File: src/inc/debug_csr_pkg.sv
// constants and types for the debug control/status upper byte
// Function
// - upper byte readable in every mode, only over the debug serial link
// - writes accepted only while unsecured, each bit further restricted
// - bits 7, 3, 2 written only by the register write command
// - bit 5 written by register write only outside stop mode
// - bits 6, 1, 0 ignore writes; hardware events only
// - enable set permits active debug and non-intrusive commands
// - special single-chip reset sets debug enable
// - active status set on debug entry while enabled, cleared on exit sequence
// - special single-chip reset sets active status
// - with enable, bit 5 picks serial clock only or all clocks in stop
// - with enable clear, debug has no stop influence, no communication in stop
// - with handshake and debug enable on, first acknowledge after stop entry is long
// - handshake on: steal uses next cycle, else wait free, 512 timeout
// - handshake off: always steal the next bus cycle
// - clock switch picks dedicated debug clock or device fast clock
// - reset clears clock switch; once set only reset clears it
// - unsecure indicator follows unsecured state, zero when secure
// - erase pending set only by erase command, not by register writes
// - erase pending cleared at erase finish or soft reset
// - two-byte register reached only by serial read/write commands
package debug_csr_pkg;
	localparam int BIT_ENABLE = 7;
	localparam int BIT_ACTIVE = 6;
	localparam int BIT_CIS = 5;
	localparam int BIT_RSVD = 4;
	localparam int BIT_STEAL = 3;
	localparam int BIT_SERIAL_CLOCK_SOURCE_SWITCH = 2;
	localparam int BIT_UNSECURE_INDICATOR = 1;
	localparam int BIT_ERASE = 0;
	localparam logic [7:0] RESET_NORMAL = 8'h00;
	localparam logic [7:0] RESET_SPECIAL = 8'hC0;
	localparam int FREE_WAIT_TIMEOUT = 512;
	localparam int SERIAL_CLOCK_SOURCE_SWITCH_SETTLE_CYCLES = 150;
	typedef enum logic [1:0] {
		ACC_IDLE = 2'b00,
		ACC_WAIT = 2'b01,
		ACC_GO = 2'b11
	} acc_state_t;
endpackage

File: src/verilog/debug_bus_access.sv
// bus access arbiter for debug accesses: steal or wait for a free cycle
`timescale 1ns/1ps
`default_nettype none
module debug_bus_access #(
	parameter int TIMEOUT = debug_csr_pkg::FREE_WAIT_TIMEOUT
) (
	input wire logic i_ref_clk,
	input wire logic i_reset,
	input wire logic i_req,
	input wire logic i_ack_enabled,
	input wire logic i_steal,
	input wire logic i_bus_free,
	output logic o_grant,
	output logic o_timeout
);
	localparam int CW = $clog2(TIMEOUT + 1);
	localparam logic [CW-1:0] LAST = CW'(TIMEOUT - 1);
	initial begin
		if (TIMEOUT < 1) begin
			$error("timeout must be at least one cycle");
		end
	end
	debug_csr_pkg::acc_state_t state;
	debug_csr_pkg::acc_state_t next_state;
	logic [CW-1:0] count;
	// steal next cycle unless handshake on and steal clear
	wire steal_now = !i_ack_enabled || i_steal;
	wire wait_done = (count == LAST);
	always_comb begin
		next_state = state;
		unique case (state)
			debug_csr_pkg::ACC_IDLE: begin
				if (i_req) begin
					next_state = steal_now ? debug_csr_pkg::ACC_GO :
						debug_csr_pkg::ACC_WAIT;
				end
			end
			debug_csr_pkg::ACC_WAIT: begin
				if (i_bus_free || wait_done) begin
					next_state = debug_csr_pkg::ACC_GO;
				end
			end
			debug_csr_pkg::ACC_GO: begin
				next_state = debug_csr_pkg::ACC_IDLE;
			end
			default: next_state = debug_csr_pkg::ACC_IDLE;
		endcase
	end
	always_ff @(posedge i_ref_clk) begin
		if (i_reset) begin
			state <= debug_csr_pkg::ACC_IDLE;
			count <= '0;
			o_timeout <= 1'b0;
		end else begin
			state <= next_state;
			count <= (state == debug_csr_pkg::ACC_WAIT) ? count + 1'b1 : '0;
			// timeout after the free-cycle wait expires
			o_timeout <= (state == debug_csr_pkg::ACC_WAIT) && wait_done &&
				!i_bus_free;
		end
	end
	assign o_grant = (state == debug_csr_pkg::ACC_GO);
endmodule
`default_nettype wire

File: src/verilog/debug_ctrl_status_upper.sv
// upper byte of the debug control/status register with its side effects
`timescale 1ns/1ps
`default_nettype none
module debug_ctrl_status_upper #(
	parameter int TIMEOUT = debug_csr_pkg::FREE_WAIT_TIMEOUT
) (
	input wire logic i_ref_clk,
	input wire logic i_reset,
	input wire logic i_soft_reset,
	input wire logic i_special_mode,
	input wire logic i_secure,
	input wire logic i_stop_mode,
	input wire logic i_reg_write_cmd,
	input wire logic i_reg_read_cmd,
	input wire logic [7:0] i_write_data,
	input wire logic i_erase_cmd,
	input wire logic i_erase_done,
	input wire logic i_debug_entry,
	input wire logic i_debug_exit,
	input wire logic i_ack_enabled,
	input wire logic i_ack_issue,
	input wire logic i_access_req,
	input wire logic i_bus_free,
	input wire logic i_dedicated_debug_clock_input,
	input wire logic i_fast_clock,
	output logic [7:0] o_read_data,
	output logic o_read_valid,
	output logic o_debug_enable,
	output logic o_active_debug_status,
	output logic o_continue_in_stop_select,
	output logic o_serial_clock_source_switch,
	output logic o_debug_serial_timing_clock,
	output logic o_serial_clock_run_in_stop,
	output logic o_all_clocks_run_in_stop,
	output logic o_debug_comm_allowed,
	output logic o_active_debug_allowed,
	output logic o_full_command_set,
	output logic o_long_ack,
	output logic o_access_grant,
	output logic o_access_timeout
);
	logic debug_enable;
	logic active_debug_status;
	logic continue_in_stop_select;
	logic steal;
	logic serial_clock_source_switch;
	logic erase_pending;
	logic stop_seen;
	logic stop_q;
	logic reset_q;

	wire write_ok = i_reg_write_cmd && !i_secure;
	wire cis_write = write_ok && !i_stop_mode;
	// unsecure indicator is the live inverse of security
	wire unsecure_indicator = !i_secure;
	// reset release strobe used to sample the mode strap
	wire reset_release = reset_q && !i_reset;
	wire stop_entry = i_stop_mode && !stop_q;

	wire [7:0] status_byte = {
		debug_enable,
		active_debug_status,
		continue_in_stop_select,
		1'b0,
		steal,
		serial_clock_source_switch,
		unsecure_indicator,
		erase_pending
	};

	always_ff @(posedge i_ref_clk) begin
		reset_q <= i_reset;
		stop_q <= i_reset ? 1'b0 : i_stop_mode;
	end

	always_ff @(posedge i_ref_clk) begin
		if (i_reset) begin
			debug_enable <= debug_csr_pkg::RESET_NORMAL[debug_csr_pkg::BIT_ENABLE];
			steal <= debug_csr_pkg::RESET_NORMAL[debug_csr_pkg::BIT_STEAL];
		end else if (reset_release) begin
			debug_enable <= i_special_mode;
		end else if (write_ok) begin
			// enable and steal via register write command only
			debug_enable <= i_write_data[debug_csr_pkg::BIT_ENABLE];
			steal <= i_write_data[debug_csr_pkg::BIT_STEAL];
		end
	end

	always_ff @(posedge i_ref_clk) begin
		if (i_reset) begin
			continue_in_stop_select <=
				debug_csr_pkg::RESET_NORMAL[debug_csr_pkg::BIT_CIS];
		end else if (cis_write) begin
			continue_in_stop_select <= i_write_data[debug_csr_pkg::BIT_CIS];
		end
	end

	always_ff @(posedge i_ref_clk) begin
		if (i_reset) begin
			serial_clock_source_switch <=
				debug_csr_pkg::RESET_NORMAL[debug_csr_pkg::BIT_SERIAL_CLOCK_SOURCE_SWITCH];
		end else if (write_ok && i_write_data[debug_csr_pkg::BIT_SERIAL_CLOCK_SOURCE_SWITCH]) begin
			// sticky once set, only reset clears
			serial_clock_source_switch <= 1'b1;
		end
	end

	always_ff @(posedge i_ref_clk) begin
		if (i_reset) begin
			active_debug_status <=
				debug_csr_pkg::RESET_NORMAL[debug_csr_pkg::BIT_ACTIVE];
		end else if (reset_release) begin
			// special single-chip mode starts in active debug
			active_debug_status <= i_special_mode;
		end else if (i_debug_entry && debug_enable) begin
			// set on entry; entry wins over exit
			active_debug_status <= 1'b1;
		end else if (i_debug_exit) begin
			active_debug_status <= 1'b0;
		end
	end

	always_ff @(posedge i_ref_clk) begin
		if (i_reset) begin
			erase_pending <= debug_csr_pkg::RESET_NORMAL[debug_csr_pkg::BIT_ERASE];
		end else if (i_erase_cmd) begin
			// only the erase command sets it; set wins
			erase_pending <= 1'b1;
		end else if (i_erase_done || i_soft_reset) begin
			// cleared at erase completion or soft reset
			erase_pending <= 1'b0;
		end
	end

	always_ff @(posedge i_ref_clk) begin
		if (i_reset) begin
			stop_seen <= 1'b0;
		end else if (stop_entry && debug_enable) begin
			// arm long acknowledge on stop entry
			stop_seen <= 1'b1;
		end else if (i_ack_issue) begin
			stop_seen <= 1'b0;
		end
	end

	always_ff @(posedge i_ref_clk) begin
		if (i_reset) begin
			o_read_data <= 8'h00;
			o_read_valid <= 1'b0;
		end else begin
			// read only through the serial read command
			o_read_valid <= i_reg_read_cmd;
			if (i_reg_read_cmd) begin
				o_read_data <= status_byte;
			end
		end
	end

	assign o_debug_enable = debug_enable;
	assign o_active_debug_status = active_debug_status;
	assign o_continue_in_stop_select = continue_in_stop_select;
	assign o_serial_clock_source_switch = serial_clock_source_switch;
	assign o_debug_serial_timing_clock = serial_clock_source_switch ?
		i_fast_clock : i_dedicated_debug_clock_input;
	// stop clock behaviour only with debug enabled
	assign o_serial_clock_run_in_stop = debug_enable;
	assign o_all_clocks_run_in_stop = debug_enable && continue_in_stop_select;
	assign o_debug_comm_allowed = !i_stop_mode || debug_enable;
	// active debug and full command set need enable
	assign o_active_debug_allowed = debug_enable;
	assign o_full_command_set = debug_enable && !i_secure;
	assign o_long_ack = i_ack_enabled && i_ack_issue && stop_seen;

	debug_bus_access #(
		.TIMEOUT(TIMEOUT)
	) u_access (
		.i_ref_clk(i_ref_clk),
		.i_reset(i_reset),
		.i_req(i_access_req),
		.i_ack_enabled(i_ack_enabled),
		.i_steal(steal),
		.i_bus_free(i_bus_free),
		.o_grant(o_access_grant),
		.o_timeout(o_access_timeout)
	);
endmodule
`default_nettype wire

File: config.mk
export PLATFORM = sky130hd
export DESIGN_NAME = debug_ctrl_status_upper
export DESIGN_NICKNAME = d
export VERILOG_FILES = /design/src/inc/debug_csr_pkg.sv /design/src/verilog/debug_bus_access.sv /design/src/verilog/debug_ctrl_status_upper.sv
export SDC_FILE = /design/constraint.sdc
export NUM_CORES = 1
export LEC_CHECK = 0
export BUFFER_PORTS_ARGS = -buffer_cell sky130_fd_sc_hd__buf_2
export CAP_MARGIN = 0
export CORE_ASPECT_RATIO = 0.6
export CORE_UTILIZATION = 35
export DETAILED_ROUTE_END_ITERATION = 7
export PLACE_DENSITY = 0.67
export SYNTH_ARGS = -nofsm -noshare
export SYNTH_HDL_FRONTEND = slang
export SYNTH_SLANG_ARGS = --single-unit
File: constraint.sdc
create_clock -name i_ref_clk -period 2.1 [get_ports i_ref_clk]
set_input_delay 0.105 -clock i_ref_clk [delete_from_list [all_inputs] [get_ports i_ref_clk]]
set_output_delay 0.105 -clock i_ref_clk [all_outputs]
set_load 0.01 [all_outputs]
Word level (Yosys, flattened, before mapping) --
Index checks and enable logic that the tools add are counted.
Storage, ports and cells: bits in registers 30, bits in latches 0, RAM bits 0, memory bits (read-only) 0, input port bits 26, output and inout port bits 22, memories 0
Cells by class: $add $sub $neg 1, multiply operators 0, div/mod/pow operators 0, order comparisons 0, equality and inequality tests 5, shifts and indexed selects 0, muxes and demuxes 14, bitwise logic cells 2, reductions and logical operators 31
Operators by type and width (number):
- logical AND 1 bit | 13
- adder 10 x 1 -> 10 bit, second input constant | 1
- equality test 10 x 9 -> 1 bit, second input constant | 1
- 2-to-1 mux 1 bit | 10
- logical NOT 1 bit | 6
- 2-to-1 mux 2 bit | 3
- nonzero test 2 bit | 3
- logical OR 1 bit | 4
- case mux 2 bit (2 select lines) | 1
- AND reduction 2 bit | 2
- nonzero test 3 bit | 1
- equality test 2 x 1 -> 1 bit, second input constant | 1
- equality test 2 bit, second input constant | 1
- logical NOT 2 bit | 1
- inequality test 2 x 1 -> 1 bit, second input constant | 1
- inequality test 2 bit, second input constant | 1
- NOT 1 bit | 2
- OR reduction 2 bit | 1

Depth between registers and ports, before layout --
depth after elaboration 5, gate-level depth with buffers 4

By module --
Synthesis repeated with hierarchy kept, for this count alone.
Unflattened totals: cells, all modules 123, area, all modules 1221.2 µm²
By module, submodules not included:
- debug_ctrl_status_upper | instances 1, cells each 66, area each 674.4 µm², sequential area each 340.3 µm²
- debug_bus_access | instances 1, cells each 57, area each 546.8 µm², sequential area each 260.2 µm²

Least setup slack after synthesis --
No wires, ideal clock.
kind register -> register, start point register u_access.count[0], end point register u_access.state[1], arrival time 1351 ps, required time 1997 ps, path slack 645 ps, stages on the path, launching flop included 5, buffers on the path 0, path through dfxtp_1 -> ha_1 -> nand4_2 -> or3_1 -> a2111oi_2
On the way: cells in the longest elaborated chain, start to end 4
Ends and longest elaborated chain:
- start, declared | line debug_bus_access.sv:25 | logic [CW-1:0] count;
- start signal, assigned | line debug_bus_access.sv:56 | count <= (state == debug_csr_pkg::ACC_WAIT) ? count + 1'b1 : '0;
- equality test 10 x 9 -> 1 bit | line debug_bus_access.sv:28 | wire wait_done = (count == LAST);
- logical OR 1 bit | line debug_bus_access.sv:39 | if (i_bus_free || wait_done) begin
- inequality test 2 x 1 -> 1 bit (no source line)
- AND reduction 2 bit (no source line)
- end signal, assigned | line debug_bus_access.sv:51 | state <= debug_csr_pkg::ACC_IDLE;
- end signal, assigned | line debug_bus_access.sv:55 | state <= next_state;
- end, declared | line debug_bus_access.sv:23 | debug_csr_pkg::acc_state_t state;
No other way between the ends. A chain may end at the register's enable or synchronous reset.

Final worst setup path --
Same ends and word-level chain as after synthesis.

==> run_results.csv <==
group,metric,value,unit
drt,postRouteAntennaNets,0,
grt,grt_pass1_wl,4.00,mm
floorplanning,die_area,3630,um^2
timing,grt_setup_unrepaired,"no",
floorplanning,y_dimension_of_the_die,47.1,um
status,status,"complete, no violations",
grt,global_route.usage.total,15.5,%
drt,drt_iter0_markers,34,
setup_path,worstReg2RegEnd,"u_access.state[1]",
drt,detailedRoute.firstPassIterationCount,4,
clocking,numCtsBuffers,5,
logic_synthesis,post_synthesis_cell_area,1190,um^2
place,io_buffer_count,42,
clocking,cts_setup_buffers,0,
setup_path,critical_path.reg2reg.startpoint,"u_access.count[0]",
power,worst_ir_drop_vdd,0.000479,V
timing,final_min_period_over_clock_period,75.1,%
clocking,worst_setup_hold_path_clk_slew,0.06,ns
logic_synthesis,synth-seq-cells,30,
logic_synthesis,ys.warnings.count,0,
clocking,hold_buffers,0,
logic_synthesis,yosysSeqAreaShare,50.6,%
grt,grtUsageMet1,17.3,%
setup_path,crit_path_max_fanout,5,
drt,wl,2.41,mm
floorplanning,coreArea,3040,um^2
grt,global_route.peak_usage_layer,"met2",
logic_synthesis,average_instance_area_after_synthesis,9.57,um^2
grt,first_global_vias,909,
clocking,worstSkewPairLatency,0.28,ns
drt,detail_route.drc_violations,0,
job,maxCapViolCount,0,
floorplanning,floorplan.initialDensity,39.0,%
setup_path,critical_path.cell_chain,"ha_1, nand4_2, or3_1, a2111oi_2",
drt,detailed_route_vias_per_instance,4.79,
timing,hold_viol,0,
place,dpl.hpwl,1.90,mm
min_path,timing.hold.worst.class,"in2reg",
setup_path,critical_path.slowest_cell,"or3_1",
timing,layout_min_cycle_time,1.58,ns
cells_and_area,layout.cells.most_common,"buf_2",
logic_synthesis,synth_cell_type_count,32,
cells_and_area,leading_cell_types_in_the_layout_fill_and_taps_excluded,"buf_2 (42), dfxtp_1 (30), nor2_1 (18), a21oi_1 (9), mux2i_1 (9)",
power,powerDensity,751,nW/um^2
setup_path,r2r_slack,0.52,ns
cells_and_area,layoutNonFillerInstCount,209,
clocking,cts_sinks,30,
setup_path,critPathKind,"reg2reg",
floorplanning,rows,15,
drt,post_drt_wl_per_cell,11.5,um
cells_and_area,antennaDiodeCount,0,
floorplanning,die_w,77.2,um
timing,fmaxAchievable,0.634,GHz
setup_path,worstRegToRegCells,4,
clocking,max-clock-path-buffers,2,
grt,grt_antenna_before_repair,0,
setup_path,worstSetupEndpointType,"flip-flop",
timing,worst_clock_skew,0.00361,ns
grt,globalRouteMet2Util,25.8,%
logic_synthesis,mappedNetlistNets,151,
grt,grt_remaining_overflow,0,
power,total_power,0.00112,W
place,gp_congestion,0.741,
timing,timing.final.setup_violations,0,
timing,slew_limit_fails,0,
clocking,htree_num_levels,2,
grt,globalRouteMet3Util,7.57,%
grt,pin_count_of_the_biggest_net_entering_global_routing,19,
clocking,clk_root_buffer_cell,"clkbuf_8",
floorplanning,io_pins,48,
drt,dr_total_vias,1001,
logic_synthesis,synthesis.instances,124,
cells_and_area,drive_above_1_share,29.9,%
setup_path,biggest_cell_delay_along_the_critical_path,0.41,ns
cells_and_area,fin_nets,194,
setup_path,worst_ep_arrival_time,1.75,ns
setup_path,worst_ep_required_time,2.28,ns
power,power.static_leakage,0.660,nW
timing,timing.hold.ws,0.0273,ns
timing,setup_tns,0,ns
cells_and_area,final_util,49.1,%
clocking,cts_tree,"yes",
setup_path,worst_setup_path_endpoint,"u_access.state[1]",
setup_path,critical_path.startpoint,"u_access.count[0]",
clocking,postCtsResizedCells,0,
setup_path,start_kind,"flip-flop",
place,post-place-cells,202,
cells_and_area,area_delta_synth_final,25.7,%
[registers in the layout, summed over array words and instances (netlist names)]
register                      flops
o_active_debug_allowed            1
o_active_debug_status             1
o_continue_in_stop_select         1
reset_q                           1
stop_q                            1
u_access.o_timeout                1
erase_pending                     1
u_access.count                   10
stop_seen                         1
o_read_data                       7
steal                             1
u_access.state                    2
o_read_valid                      1
o_serial_clock_source_switch      1
[where the power goes]
part	leakage, nW	internal (W)	switching [W]
Sequential	0.245	0.000590	0.0000157
Clock	0.0383	0.000227	0.000186
Combinational	0.377	0.0000501	0.0000518
Total	0.660	0.000867	0.000253
[layer usage]
metal	routed length, um	vias to the layer above
met3	133	2
met1	1180	461
li1	-	512
met5	0	-
met2	1080	26
met4	19	0
[how the worst min path moves through the flow]
stage | start | endpoint | slack (ns) | cells after the start
finish | i_bus_free | u_access.o_timeout | 0.03 | 2
CTS | i_bus_free | u_access.o_timeout | 0.02 | 2
detailed placement | i_bus_free | u_access.o_timeout | 0.31 | 2
global placement | i_bus_free | u_access.o_timeout | 0.31 | 2
global route | i_bus_free | u_access.o_timeout | 0.02 | 2
floorplan | i_reset | reset_q | 0.13 | 0
[critical path: cells and delay by family (launching register included)]
family	cells	cell delay, ns
DFF	1	0.37
and+or+nand+nor	2	0.58
adders and majority gates	1	0.24
AOI/OAI and AO/OA	1	0.29
[synth_stat cells]
library cell	count	area [um^2]
a2111oi_2	1	15.0
a211oi_1	1	7.51
a21oi_1	9	45.0
a221oi_1	1	8.76
and2_1	4	25.0
and3_1	1	6.26
buf_4	3	22.5
clkbuf_1	3	11.3
conb_1	1	3.75
dfxtp_1	30	601
ha_1	1	12.5
inv_1	3	11.3
mux2_2	1	11.3
mux2i_1	9	90.1
nand2_1	3	11.3
nand2b_1	3	18.8
nand3_1	4	20.0
nand3b_1	1	7.51
nand4_1	1	6.26
nand4_2	1	12.5
nor2_1	18	67.6
nor2b_1	5	31.3
nor3_1	2	10.0
nor3b_1	2	15.0
o21a_1	3	22.5
o21ai_0	2	10.0
o21bai_1	1	7.51
o31ai_1	2	15.0
or3_1	3	18.8
or4_1	2	15.0
xnor2_1	1	8.76
xor2_1	2	17.5
[area by class of cell]
class / instances / area, um^2
Clock buffer: 7 / 76.3
Fill cell: 310 / 1550
Inverter: 3 / 11.3
Multi-Input combinational cell: 85 / 541
Sequential cell: 30 / 601
Tap cell: 42 / 52.6
Timing Repair Buffer: 42 / 210
[through the flow]
step / instance area (um^2) / setup slack, ns
floorplan: 1190 / 0.645
global placement: 1420 / 0.578
detailed placement: 1420 / 0.506
CTS: 1490 / 0.510
global route: 1490 / 0.414
finish: 1490 / 0.524
[cell families after synthesis]
kind of cell / count (synthesis) / share of synthesized area [%]
multiplexers: 10 / 8.54
other: 1 / 0.316
adder cells (fa/ha/maj): 1 / 1.05
AND/OR/NAND/NOR: 50 / 22.4
buffers and inverters: 9 / 3.80
XOR/XNOR: 3 / 2.22
flip-flops: 30 / 50.6
AO/OA/AOI/OAI: 20 / 11.1
Power figures use the tool's default switching activity.
